<file path="src/hdl/bridge_window_pkg.sv">
/*
  Constants for the bridge window and control register block: offsets,
  field positions, reset values and address decode constants.
  Assumes a word-aligned byte address on the register port.
*/
// What this block does
// - prefetch bottom bits 63:32 are a cleared read/write register used by memory decode
// - prefetch top bits 63:32 are a cleared read/write register used by memory decode
// - I/O bottom bits 31:16 are a cleared read/write field used by I/O decode
// - I/O top bits 31:16 are a cleared read/write field used by I/O decode
// - capability pointer reads fixed 80h
// - interrupt routing byte is plain storage; firmware writes FFh there
// - interrupt pin byte at bits 15:8 reads zero
// - bridge control bit 16 enables secondary parity error detection and reporting
// - bridge control bit 17 forwards secondary system error to the primary
// - with bit 18 clear every in-window I/O address from the primary is forwarded downstream
// - with alias blocking, in-window low 64KB aliases are not forwarded downstream
// - with alias blocking, secondary aliases in the last 768 bytes go upstream
// - alias blocking touches only in-window addresses within the lowest 64KB
// - prefetch bottom bits 19:0 read as zero
// - prefetch top bits 19:0 read as all ones
package bridge_window_pkg;
  localparam int ADDR_W = 8;
  localparam logic [ADDR_W-1:0] OFS_PF_BOTTOM_HI = 8'h28;
  localparam logic [ADDR_W-1:0] OFS_PF_TOP_HI = 8'h2C;
  localparam logic [ADDR_W-1:0] OFS_IO_HI = 8'h30;
  localparam logic [ADDR_W-1:0] OFS_CAP_PTR = 8'h34;
  localparam logic [ADDR_W-1:0] OFS_INTR_CTRL = 8'h3C;
  localparam logic [ADDR_W-1:0] OFS_EVENT_STATUS = 8'h40;
  localparam logic [ADDR_W-1:0] OFS_EVENT_MASK = 8'h44;

  localparam int IO_TOP_LSB = 16;
  localparam int INTR_PIN_LSB = 8;
  localparam int CTRL_PARITY_BIT = 16;
  localparam int CTRL_SERR_FWD_BIT = 17;
  localparam int CTRL_ISA_BIT = 18;

  localparam logic [7:0] CAP_PTR_VALUE = 8'h80;
  localparam logic [7:0] INTR_PIN_VALUE = 8'h00;
  localparam logic [7:0] INTR_ROUTE_RESET = 8'h00;
  localparam logic [31:0] HI_RESET = 32'h0000_0000;
  localparam logic [15:0] IO_HI_RESET = 16'h0000;

  localparam logic [19:0] PF_LOW_BOTTOM = 20'h0_0000;
  localparam logic [19:0] PF_LOW_TOP = 20'hF_FFFF;
  localparam logic [11:0] IO_LOW_BOTTOM = 12'h000;
  localparam logic [11:0] IO_LOW_TOP = 12'hFFF;

  // alias: below 64KB and offset 100h..3FFh within a 1KB block
  localparam logic [15:0] IO_BELOW_64K_HI = 16'h0000;
  localparam logic [1:0] ISA_SAFE_QUARTER = 2'h0;

  localparam int EV_W = 3;
  localparam int EV_PARITY = 0;
  localparam int EV_SERR = 1;
  localparam int EV_ALIAS = 2;
  localparam logic [EV_W-1:0] EV_RESET = 3'h0;
endpackage

</file>
<file path="src/hdl/window_match.sv">
/*
  Range compare of one address against an inclusive bottom/top pair.
  Assumes both bounds are already assembled to full width.
*/
`timescale 1ns/100ps
module window_match #(
  parameter int W = 32
) (
  input wire logic [W-1:0] addr_i,
  input wire logic [W-1:0] bottom_i,
  input wire logic [W-1:0] top_i,
  output logic hit_o
);
  always_comb begin
    hit_o = (addr_i >= bottom_i) && (addr_i <= top_i);
  end
endmodule

</file>
<file path="src/hdl/pin_sync3.sv">
/*
  Three-stage pin synchroniser; the output moves only once the second
  and third stages agree. Assumes an asynchronous, free-changing pin.
*/
`timescale 1ns/100ps
module pin_sync3 #(
  parameter logic RESET_VAL = 1'b0
) (
  input wire logic clock_i,
  input wire logic rst_n_i,
  input wire logic clk_en_i,
  input wire logic pin_i,
  output logic level_o
);
  logic [2:0] sh_q;
  logic [2:0] sh_d;
  logic level_q;
  logic level_d;

  always_comb begin
    sh_d = sh_q;
    level_d = level_q;
    if (clk_en_i) begin
      sh_d = {sh_q[1:0], pin_i};
      // first stage is read only by the second
      if (sh_q[1] == sh_q[2]) begin
        level_d = sh_q[2];
      end
    end
  end

  always_ff @(posedge clock_i or negedge rst_n_i) begin
    if (!rst_n_i) begin
      sh_q <= {3{RESET_VAL}};
      level_q <= RESET_VAL;
    end else begin
      sh_q <= sh_d;
      level_q <= level_d;
    end
  end

  assign level_o = level_q;
endmodule

</file>
<file path="src/hdl/bridge_window_regs.sv">
/*
  Upper window registers, capability pointer, interrupt bytes and the
  low bridge control bits, with memory and I/O forward decisions.
  Assumes a single-cycle register port and lower window fields supplied
  by the neighbouring header logic on the same clock.
*/
`timescale 1ns/100ps
module bridge_window_regs
  import bridge_window_pkg::*;
(
  input wire logic clock_i,
  input wire logic rst_n_i,
  input wire logic clk_en_i,
  input wire logic [bridge_window_pkg::ADDR_W-1:0] reg_addr_i,
  input wire logic [31:0] reg_wdata_i,
  input wire logic reg_wr_i,
  input wire logic reg_rd_i,
  output logic [31:0] reg_rdata_o,
  input wire logic [11:0] pf_bottom_low_i,
  input wire logic [11:0] pf_top_low_i,
  input wire logic [3:0] io_bottom_low_i,
  input wire logic [3:0] io_top_low_i,
  input wire logic mem_check_i,
  input wire logic [63:0] mem_addr_i,
  output logic mem_valid_o,
  output logic mem_fwd_o,
  input wire logic io_check_i,
  input wire logic io_from_secondary_i,
  input wire logic [31:0] io_addr_i,
  output logic io_valid_o,
  output logic io_fwd_o,
  input wire logic sec_parity_err_i,
  input wire logic secondary_system_error_in_n_i,
  output logic pri_serr_fwd_o,
  output logic irq_o
);
  import bridge_window_pkg::*;

  logic [31:0] pf_bottom_hi_q;
  logic [31:0] pf_bottom_hi_d;
  logic [31:0] pf_top_hi_q;
  logic [31:0] pf_top_hi_d;
  logic [15:0] io_bottom_hi_q;
  logic [15:0] io_bottom_hi_d;
  logic [15:0] io_top_hi_q;
  logic [15:0] io_top_hi_d;
  logic [7:0] intr_route_q;
  logic [7:0] intr_route_d;
  logic parity_en_q;
  logic parity_en_d;
  logic serr_fwd_en_q;
  logic serr_fwd_en_d;
  logic isa_en_q;
  logic isa_en_d;
  logic [EV_W-1:0] ev_status_q;
  logic [EV_W-1:0] ev_status_d;
  logic [EV_W-1:0] ev_mask_q;
  logic [EV_W-1:0] ev_mask_d;
  logic [31:0] rdata_q;
  logic [31:0] rdata_d;
  logic irq_q;
  logic irq_d;

  logic mem_valid_q;
  logic mem_valid_d;
  logic mem_fwd_q;
  logic mem_fwd_d;
  logic io_valid_q;
  logic io_valid_d;
  logic io_fwd_q;
  logic io_fwd_d;
  logic serr_out_q;
  logic serr_out_d;

  logic parity_lvl;
  logic parity_lvl_q;
  logic serr_n_lvl;
  logic serr_n_lvl_q;
  logic parity_rise;
  logic serr_fall;

  logic [63:0] pf_bottom;
  logic [63:0] pf_top;
  logic [31:0] io_bottom;
  logic [31:0] io_top;
  logic mem_hit;
  logic io_hit;
  logic io_low64k;
  logic io_alias;
  logic io_block;
  logic [EV_W-1:0] ev_set;
  logic [31:0] rd_mux;

  // assembled windows: low prefetch bits fixed, low I/O bits fixed
  always_comb begin
    pf_bottom = {pf_bottom_hi_q, pf_bottom_low_i, PF_LOW_BOTTOM};
    pf_top = {pf_top_hi_q, pf_top_low_i, PF_LOW_TOP};
    io_bottom = {io_bottom_hi_q, io_bottom_low_i, IO_LOW_BOTTOM};
    io_top = {io_top_hi_q, io_top_low_i, IO_LOW_TOP};
  end

  window_match #(
    .W(64)
  ) u_mem_match (
    .addr_i(mem_addr_i),
    .bottom_i(pf_bottom),
    .top_i(pf_top),
    .hit_o(mem_hit)
  );

  window_match #(
    .W(32)
  ) u_io_match (
    .addr_i(io_addr_i),
    .bottom_i(io_bottom),
    .top_i(io_top),
    .hit_o(io_hit)
  );

  pin_sync3 #(
    .RESET_VAL(1'b0)
  ) u_parity_sync (
    .clock_i(clock_i),
    .rst_n_i(rst_n_i),
    .clk_en_i(clk_en_i),
    .pin_i(sec_parity_err_i),
    .level_o(parity_lvl)
  );

  pin_sync3 #(
    .RESET_VAL(1'b1)
  ) u_serr_sync (
    .clock_i(clock_i),
    .rst_n_i(rst_n_i),
    .clk_en_i(clk_en_i),
    .pin_i(secondary_system_error_in_n_i),
    .level_o(serr_n_lvl)
  );

  // alias decode
  always_comb begin
    io_low64k = (io_addr_i[31:16] == IO_BELOW_64K_HI);
    io_alias = (io_addr_i[9:8] != ISA_SAFE_QUARTER);
    io_block = isa_en_q && io_hit && io_low64k && io_alias;
  end

  // forwarding decisions, one cycle after the check strobe
  always_comb begin
    mem_valid_d = mem_valid_q;
    mem_fwd_d = mem_fwd_q;
    io_valid_d = io_valid_q;
    io_fwd_d = io_fwd_q;
    if (clk_en_i) begin
      mem_valid_d = mem_check_i;
      io_valid_d = io_check_i;
      if (mem_check_i) begin
        mem_fwd_d = mem_hit;
      end
      if (io_check_i) begin
        if (io_from_secondary_i) begin
          // upstream: outside window, or a blocked alias left on the secondary
          io_fwd_d = !io_hit || io_block;
        end else begin
          io_fwd_d = io_hit && !io_block;
        end
      end
    end
  end

  always_ff @(posedge clock_i or negedge rst_n_i) begin
    if (!rst_n_i) begin
      mem_valid_q <= 1'b0;
      mem_fwd_q <= 1'b0;
      io_valid_q <= 1'b0;
      io_fwd_q <= 1'b0;
    end else begin
      mem_valid_q <= mem_valid_d;
      mem_fwd_q <= mem_fwd_d;
      io_valid_q <= io_valid_d;
      io_fwd_q <= io_fwd_d;
    end
  end

  // events from the secondary pins and the downstream alias block
  always_comb begin
    parity_rise = parity_lvl && !parity_lvl_q;
    serr_fall = !serr_n_lvl && serr_n_lvl_q;
    ev_set = '0;
    ev_set[EV_PARITY] = parity_rise && parity_en_q;
    ev_set[EV_SERR] = serr_fall;
    ev_set[EV_ALIAS] = io_check_i && !io_from_secondary_i && io_block;
  end

  // system error forward is a level while the synced input is low
  always_comb begin
    serr_out_d = serr_out_q;
    if (clk_en_i) begin
      serr_out_d = serr_fwd_en_q && !serr_n_lvl;
    end
  end

  always_ff @(posedge clock_i or negedge rst_n_i) begin
    if (!rst_n_i) begin
      parity_lvl_q <= 1'b0;
      serr_n_lvl_q <= 1'b1;
      serr_out_q <= 1'b0;
    end else begin
      if (clk_en_i) begin
        parity_lvl_q <= parity_lvl;
        serr_n_lvl_q <= serr_n_lvl;
      end
      serr_out_q <= serr_out_d;
    end
  end

  // read mux; unmapped offsets read zero
  always_comb begin
    rd_mux = '0;
    unique case (reg_addr_i)
      OFS_PF_BOTTOM_HI: rd_mux = pf_bottom_hi_q;
      OFS_PF_TOP_HI: rd_mux = pf_top_hi_q;
      OFS_IO_HI: rd_mux = {io_top_hi_q, io_bottom_hi_q};
      OFS_CAP_PTR: rd_mux = {24'h00_0000, CAP_PTR_VALUE};
      OFS_INTR_CTRL: begin
        rd_mux[7:0] = intr_route_q;
        rd_mux[INTR_PIN_LSB +: 8] = INTR_PIN_VALUE;
        rd_mux[CTRL_PARITY_BIT] = parity_en_q;
        rd_mux[CTRL_SERR_FWD_BIT] = serr_fwd_en_q;
        rd_mux[CTRL_ISA_BIT] = isa_en_q;
      end
      OFS_EVENT_STATUS: rd_mux[EV_W-1:0] = ev_status_q;
      OFS_EVENT_MASK: rd_mux[EV_W-1:0] = ev_mask_q;
      default: rd_mux = '0;
    endcase
  end

  // register writes; status clears by writing one, a new event wins
  always_comb begin
    pf_bottom_hi_d = pf_bottom_hi_q;
    pf_top_hi_d = pf_top_hi_q;
    io_bottom_hi_d = io_bottom_hi_q;
    io_top_hi_d = io_top_hi_q;
    intr_route_d = intr_route_q;
    parity_en_d = parity_en_q;
    serr_fwd_en_d = serr_fwd_en_q;
    isa_en_d = isa_en_q;
    ev_mask_d = ev_mask_q;
    ev_status_d = ev_status_q;
    rdata_d = rdata_q;
    irq_d = irq_q;
    if (clk_en_i) begin
      rdata_d = reg_rd_i ? rd_mux : 32'h0000_0000;
      if (reg_wr_i) begin
        unique case (reg_addr_i)
          OFS_PF_BOTTOM_HI: pf_bottom_hi_d = reg_wdata_i;
          OFS_PF_TOP_HI: pf_top_hi_d = reg_wdata_i;
          OFS_IO_HI: begin
            io_bottom_hi_d = reg_wdata_i[15:0];
            io_top_hi_d = reg_wdata_i[IO_TOP_LSB +: 16];
          end
          OFS_INTR_CTRL: begin
            // routing byte drives nothing
            intr_route_d = reg_wdata_i[7:0];
            parity_en_d = reg_wdata_i[CTRL_PARITY_BIT];
            serr_fwd_en_d = reg_wdata_i[CTRL_SERR_FWD_BIT];
            isa_en_d = reg_wdata_i[CTRL_ISA_BIT];
          end
          OFS_EVENT_STATUS: ev_status_d = ev_status_q & ~reg_wdata_i[EV_W-1:0];
          OFS_EVENT_MASK: ev_mask_d = reg_wdata_i[EV_W-1:0];
          default: ev_mask_d = ev_mask_q;
        endcase
      end
      ev_status_d = ev_status_d | ev_set;
      irq_d = |(ev_status_d & ev_mask_d);
    end
  end

  always_ff @(posedge clock_i or negedge rst_n_i) begin
    if (!rst_n_i) begin
      pf_bottom_hi_q <= HI_RESET;
      pf_top_hi_q <= HI_RESET;
      io_bottom_hi_q <= IO_HI_RESET;
      io_top_hi_q <= IO_HI_RESET;
      intr_route_q <= INTR_ROUTE_RESET;
      parity_en_q <= 1'b0;
      serr_fwd_en_q <= 1'b0;
      isa_en_q <= 1'b0;
      ev_status_q <= EV_RESET;
      ev_mask_q <= EV_RESET;
      rdata_q <= 32'h0000_0000;
      irq_q <= 1'b0;
    end else begin
      pf_bottom_hi_q <= pf_bottom_hi_d;
      pf_top_hi_q <= pf_top_hi_d;
      io_bottom_hi_q <= io_bottom_hi_d;
      io_top_hi_q <= io_top_hi_d;
      intr_route_q <= intr_route_d;
      parity_en_q <= parity_en_d;
      serr_fwd_en_q <= serr_fwd_en_d;
      isa_en_q <= isa_en_d;
      ev_status_q <= ev_status_d;
      ev_mask_q <= ev_mask_d;
      rdata_q <= rdata_d;
      irq_q <= irq_d;
    end
  end

  assign reg_rdata_o = rdata_q;
  assign mem_valid_o = mem_valid_q;
  assign mem_fwd_o = mem_fwd_q;
  assign io_valid_o = io_valid_q;
  assign io_fwd_o = io_fwd_q;
  assign pri_serr_fwd_o = serr_out_q;
  assign irq_o = irq_q;
endmodule

</file>
<file path="config.mk">
export PLATFORM = sky130hd
export DESIGN_NAME = bridge_window_regs
export DESIGN_NICKNAME = d
export VERILOG_FILES = /design/src/hdl/bridge_window_pkg.sv /design/src/hdl/window_match.sv /design/src/hdl/pin_sync3.sv /design/src/hdl/bridge_window_regs.sv
export SDC_FILE = /design/constraint.sdc
export NUM_CORES = 1
export LEC_CHECK = 0
export BUFFER_PORTS_ARGS = -buffer_cell sky130_fd_sc_hd__buf_2
export CAP_MARGIN = 10
export CORE_ASPECT_RATIO = 1.4
export CORE_MARGIN = 1.5
export CORE_UTILIZATION = 35
export CTS_BUF_LIST = sky130_fd_sc_hd__clkbuf_16
export DETAILED_ROUTE_END_ITERATION = 16
export HOLD_SLACK_MARGIN = 0.06
export PLACE_DENSITY = 0.55
export SETUP_SLACK_MARGIN = 0.3
export SLEW_MARGIN = 20
export SYNTH_ARGS = -nofsm -noshare
export SYNTH_HDL_FRONTEND = slang
export SYNTH_SLANG_ARGS = --single-unit
</file>
<file path="constraint.sdc">
create_clock -name clock_i -period 6.11 [get_ports clock_i]
set_input_delay 0.3055 -clock clock_i [delete_from_list [all_inputs] [get_ports clock_i]]
set_output_delay 0.3055 -clock clock_i [all_outputs]
set_load 0.05 [all_outputs]
</file>
Yosys cells after proc, flatten, opt, wreduce, memory -nomap -nowiden

Cells that the tools add are included.

Bits in registers: 161
Output and inout port bits: 38
Word-level logic and storage cells: 80

Order comparisons: 4
Equal/unequal tests: 9
Multiplexer cells: 11
Bitwise operators: 4
Reductions and logical operators: 29

Operator list:

| operator           | number |
|---|---|
| $pmux 16 s5        | 1 |
| $ge 64x64->1       | 1 |
| $le 64x64->1       | 1 |
| $eq 8x6->1 const B | 5 |
| $pmux 13 s3        | 1 |
| $ge 32x32->1       | 1 |
| $le 32x32->1       | 1 |
| $mux 32            | 1 |
| $mux 3             | 6 |
| $pmux 3 s6         | 1 |
| $eq 8x7->1 const B | 2 |
| $logic_not 16->1   | 1 |
| $logic_and 1x1->1  | 12 |
| $reduce_and 3->1   | 4 |
| $reduce_and 2->1   | 4 |
| $and 3x3->3        | 2 |
| $logic_not 1->1    | 5 |
| $not 3->3          | 1 |
| $or 3x3->3         | 1 |
| $reduce_or 3->1    | 1 |
| $eq 1x1->1         | 2 |
| $reduce_bool 2->1  | 1 |
| $logic_or 1x1->1   | 1 |
| $mux 1             | 1 |

Longest topological paths before layout

Word-level depth: 9
Gate-level depth with buffers: 9
Mapped depth without buffers: 9

Cells and area by module

A second synthesis with hierarchy kept.

Cell total of the unflattened synthesis: 1241
Area total of the unflattened synthesis: 11803.8 µm²

Modules (own cells, without submodules):

| module                     | instances | cells an instance | area each (µm²) |
|---|---|---|---|
| bridge_window_regs         | 1         | 544               | 6713.9 |
| window_match (u_mem_match) | 1         | 451               | 3168.0 |
| window_match (u_io_match)  | 1         | 226               | 1604.0 |
| pin_sync3 (u_serr_sync)    | 1         | 10                | 161.4 |
| pin_sync3 (u_parity_sync)  | 1         | 10                | 156.4 |

Worst setup path after synthesis

OpenSTA, ideal clock, no wires.

Kind: register to register
From: register io_bottom_hi_q[13]
To: register io_fwd_q (netlist: io_fwd_o)
Library setup time: 82 ps
Data arrival time: 2278 ps
Data required time: 6028 ps
Setup slack: 3750 ps
Stages on the path, launching flop included: 9
Path buffers: 0
Period minus slack after synthesis: 2360 ps
Cells stage by stage: dfrtp_1 -> inv_1 -> ha_1 -> nand4_1 -> or4_1 -> a211oi_1 -> a2111oi_0 -> or4_1 -> a31oi_1

Word-level cells in the longest chain between the ends: 8
Elaborated cells between the ends (all ways): 10

Ends and longest elaborated chain:

| item                           | RTL line                  | source |
|---|---|---|
| start: declaration             | bridge_window_regs.sv:43  | `logic [15:0] io_bottom_hi_q;` |
| start signal: assignment       | bridge_window_regs.sv:295 | `io_bottom_hi_q <= io_bottom_hi_d;` |
| $ge 32x32->1 *                 | window_match.sv:15        | `hit_o = (addr_i >= bottom_i) && (addr_i <= top_i);` |
| $logic_and 1x1->1 *            | window_match.sv:15        |  |
| $logic_and 1x1->1 (3 in a row) | bridge_window_regs.sv:144 | `io_block = isa_en_q && io_hit && io_low64k && io_alias;` |
| $logic_not 1->1                | bridge_window_regs.sv:164 | `io_fwd_d = io_hit && !io_block;` |
| $logic_and 1x1->1              | bridge_window_regs.sv:164 |  |
| $mux 1 *                       | bridge_window_regs.sv:160 | `if (io_from_secondary_i) begin` |
| end signal: assignment         | bridge_window_regs.sv:180 | `io_fwd_q <= io_fwd_d;` |
| end: declaration               | bridge_window_regs.sv:70  | `logic io_fwd_q;` |

Every way passes the cells marked *; elsewhere a longest branch is shown, timed or not.
A chain may end at the register's enable or synchronous reset.

Worst setup path after layout

From: register pf_bottom_hi_q[1]
To: register mem_fwd_q (netlist: mem_fwd_o)

Word-level cells in the longest chain between the ends: 2

Ends and longest elaborated chain:

| item                     | RTL line                  | source |
|---|---|---|
| start: declaration       | bridge_window_regs.sv:39  | `logic [31:0] pf_bottom_hi_q;` |
| start signal: assignment | bridge_window_regs.sv:293 | `pf_bottom_hi_q <= pf_bottom_hi_d;` |
| $ge 64x64->1             | window_match.sv:15        |  |
| $logic_and 1x1->1        | window_match.sv:15        |  |
| end signal: assignment   | bridge_window_regs.sv:178 | `mem_fwd_q <= mem_fwd_d;` |
| end: declaration         | bridge_window_regs.sv:66  | `logic mem_fwd_q;` |

No other way between the ends.

==> results_dict.tcl <==
set metrics [dict create \
    status "finished, final reports clean" \
    cts_buffers 17 \
    power_mw 2.54 \
    async_flop_share 1.00 \
    synth_edf_count 0 \
    drv_slew 0 \
    crit_type "flip-flop to flip-flop" \
    yosys-top-cells-area "dfrtp_1 (38%), ha_1 (16%), mux2_2 (9.7%)" \
    cts_setup_buffers 0 \
    ctsRootBufferMaster "clkbuf_16" \
    rows 73 \
    p_leak_nw 6.12 \
    dp.cells 1626 \
    syn_to_final_growth_pct 20.4 \
    crit_fanout 3 \
    slew_headroom 0.380 \
    postRouteWirelength_um 30200 \
    post_drt_wl_per_cell_um 18.2 \
    die-area_sq_mm 0.0302 \
    synth_top_area_frac 0.382 \
    syn-num-nets 1367 \
    fin_util 0.430 \
    rsz0062_at_grt "no" \
    hold_viol_final 0 \
    max_clock_freq_mhz 338 \
    final_area_sq_mm 0.0123 \
    cp.required_ns 6.43 \
    cts_tree "yes" \
    min_path_type "input port to flip-flop" \
    n_fill_cell 2817 \
    die_h_um 205 \
    grt_max_degree 99 \
    gr-total-overflow 0 \
    synth_cell_type_count 60 \
    core_sq_mm 0.0286 \
    clk_pin_slew_ns 0.06 \
    setup-violations-final 0 \
    syn_inst 1061 \
    grt_pass1_wl_um 46900 \
    synthFlopType "dfrtp_1" \
    drive_gt1_frac 0.274 \
    grt_pass1_vias 8574 \
    ioPinCount 216 \
    detail_route.first_pass.iterations 5 \
    worst_pin_slew_ns 0.928 \
    dr.first_iter.drc_count 488 \
    endpoint_kind "flip-flop" \
    peakVddDrop_uv 162 \
    dp_hpwl_um 24300 \
    synth_area_sq_mm 0.0102 \
    ys_warn_count 0 \
    ys_seq_area_frac 0.395 \
    cp-start-kind "flip-flop" \
    antenna_found_initial 4 \
    fin_crit_sh 0.485 \
    drcViolationCount 0 \
    synth_commonest_cells "inv_1 (168), dfrtp_1 (156), ha_1 (128), mux2_2 (88), nand2_1 (77)" \
    finClkSkew_ns 0.00972 \
    cts_max_level 4 \
    power_density_mw_per_mm2 207 \
    yosysTopAreaCell "dfrtp_1" \
    synth-seq-cells 161 \
    final_cells 1660 \
    io_buffers 215 \
    gp_congestion 0.899 \
    grt_use_total 0.204 \
    min_period_ns 2.96 \
    place_area_sq_mm 0.0117 \
    yosysMostFrequentCell "inv_1" \
    vias_per_cell 5.15 \
    ant_nets 0 \
    die_x_um 147 \
    cts.sinks 161 \
    vias 8547 \
    layout.nets 1577 \
    setup_tns_ns 0 \
    drv_cap 0 \
    initial_utilization 0.357 \
    clkLatencyLatePin_ns 0.44 \
    clockBufferDepth 2 \
    crit_arrival_ns 3.28 \
    syn_area_per_cell_sq_um 9.62 \
]
==> critical path: stages, from the launching register on <==
cell and delay, ns:
dfrtp_1 0.36, inv_1 0.11, ha_1 0.26, a21o_1 0.18
a221o_1 0.34, a22o_1 0.24, a2111oi_0 0.64, o311ai_0 0.39
a31oi_1 0.25, o31ai_1 0.08
==> logic make-up after synthesis <==
kind of cell,after synthesis,synth area share
flops,161,0.395
compound gates,239,0.144
buf+inv,203,0.0748
fa+ha+maj,128,0.157
simple gates,216,0.107
mux,114,0.123
==> placed cells by master, fill, tap and decap left out, types with 3 or more instances in the layout <==
cell type and instances:
inv_1 170, and2_1 3, a31oi_1 4, clkinv_2 3
ha_1 128, a21oi_1 73, nor2_1 38, buf_2 214
nor4_1 10, nand2_1 77, nor2b_1 4, nand3_1 13
clkbuf_16 17, clkinv_1 3, nor3_1 8, or4_1 6
mux2i_1 25, o22ai_1 33, nor4b_1 4, a211oi_1 5
o21ai_0 64, a222oi_1 8, a21o_1 20, nand2b_1 4
dfstp_2 5, buf_4 10, mux2_2 88, nand4_1 35
dfrtp_1 156, a22o_1 3, nand3b_1 3
==> layout make-up <==
cell class	instances	area, sq um	share of cell area
clock inverters	14	126	0.0103
clock buffers	17	425	0.0346
flip-flops and latches	161	4040	0.328
inverters	168	631	0.0513
multi-input cells	697	5430	0.442
repair buffers	226	1170	0.0950
well taps	375	469	0.0382
diodes	2	5.00	0.000407
==> path summary, 6_finish.rpt <==
kind / start / end / slack, ns / cells past startpoint
worst max-delay path: pf_bottom_hi_q[1] / mem_fwd_o / 3.15 / 9
worst min-delay path: sec_parity_err_i / u_parity_sync.sh_q[0] / 0.1 / 2
worst max register to register: pf_bottom_hi_q[1] / mem_fwd_o / 3.15 / 9
worst min register to register: mem_fwd_o / mem_fwd_o / 0.50 / 2
max in group asynchronous: rst_n_i / reg_rdata_o[26] / 4.20 / 3
min in group asynchronous: rst_n_i / pf_top_hi_q[11] / 0.53 / 2
==> stage by stage <==
step	setup slack (ns)	hold WS [ns]
2_1_floorplan	3.75	0.00991
3_3_place_gp	2.93	0.469
3_5_place_dp	2.85	0.449
4_1_cts	3.03	0.0816
5_1_grt	3.03	0.0948
6_report	3.15	0.0998
==> state kept, by name, indices dropped and copies added, names as in the netlist, 3 cells and up <==
signal / flops
io_bottom_hi_q: 16
pf_top_hi_q: 32
intr_route_q: 8
ev_mask_q: 3
u_serr_sync.sh_q: 3
ev_status_q: 3
pf_bottom_hi_q: 32
u_parity_sync.sh_q: 3
reg_rdata_o: 32
io_top_hi_q: 16
==> metal layers <==
metal | track usage | vias up | share of wire
met5 | 0 | - | 0.00089
met4 | 0.0779 | 4 | 0.029
met3 | 0.0414 | 48 | 0.053
met2 | 0.354 | 271 | 0.49
met1 | 0.247 | 4022 | 0.43
li1 | - | 4202 | -
==> where the power goes <==
part	total, mW	leakage (nW)	switching (mW)	internal [mW]
logic	0.382	3.80	0.222	0.160
clock network	1.02	0.273	0.426	0.589
registers	1.14	2.04	0.0284	1.11
==> repair_timing <==
| action | 4_1_cts | 5_1_grt |
|---|---|---|
| setup endpoints to repair | 0 | 0 |
| hold endpoints to repair | 92 | 0 |
| hold buffers | 1 | 0 |
| gates resized for setup | 0 | 0 |
Power figures use the tool's default switching activity.
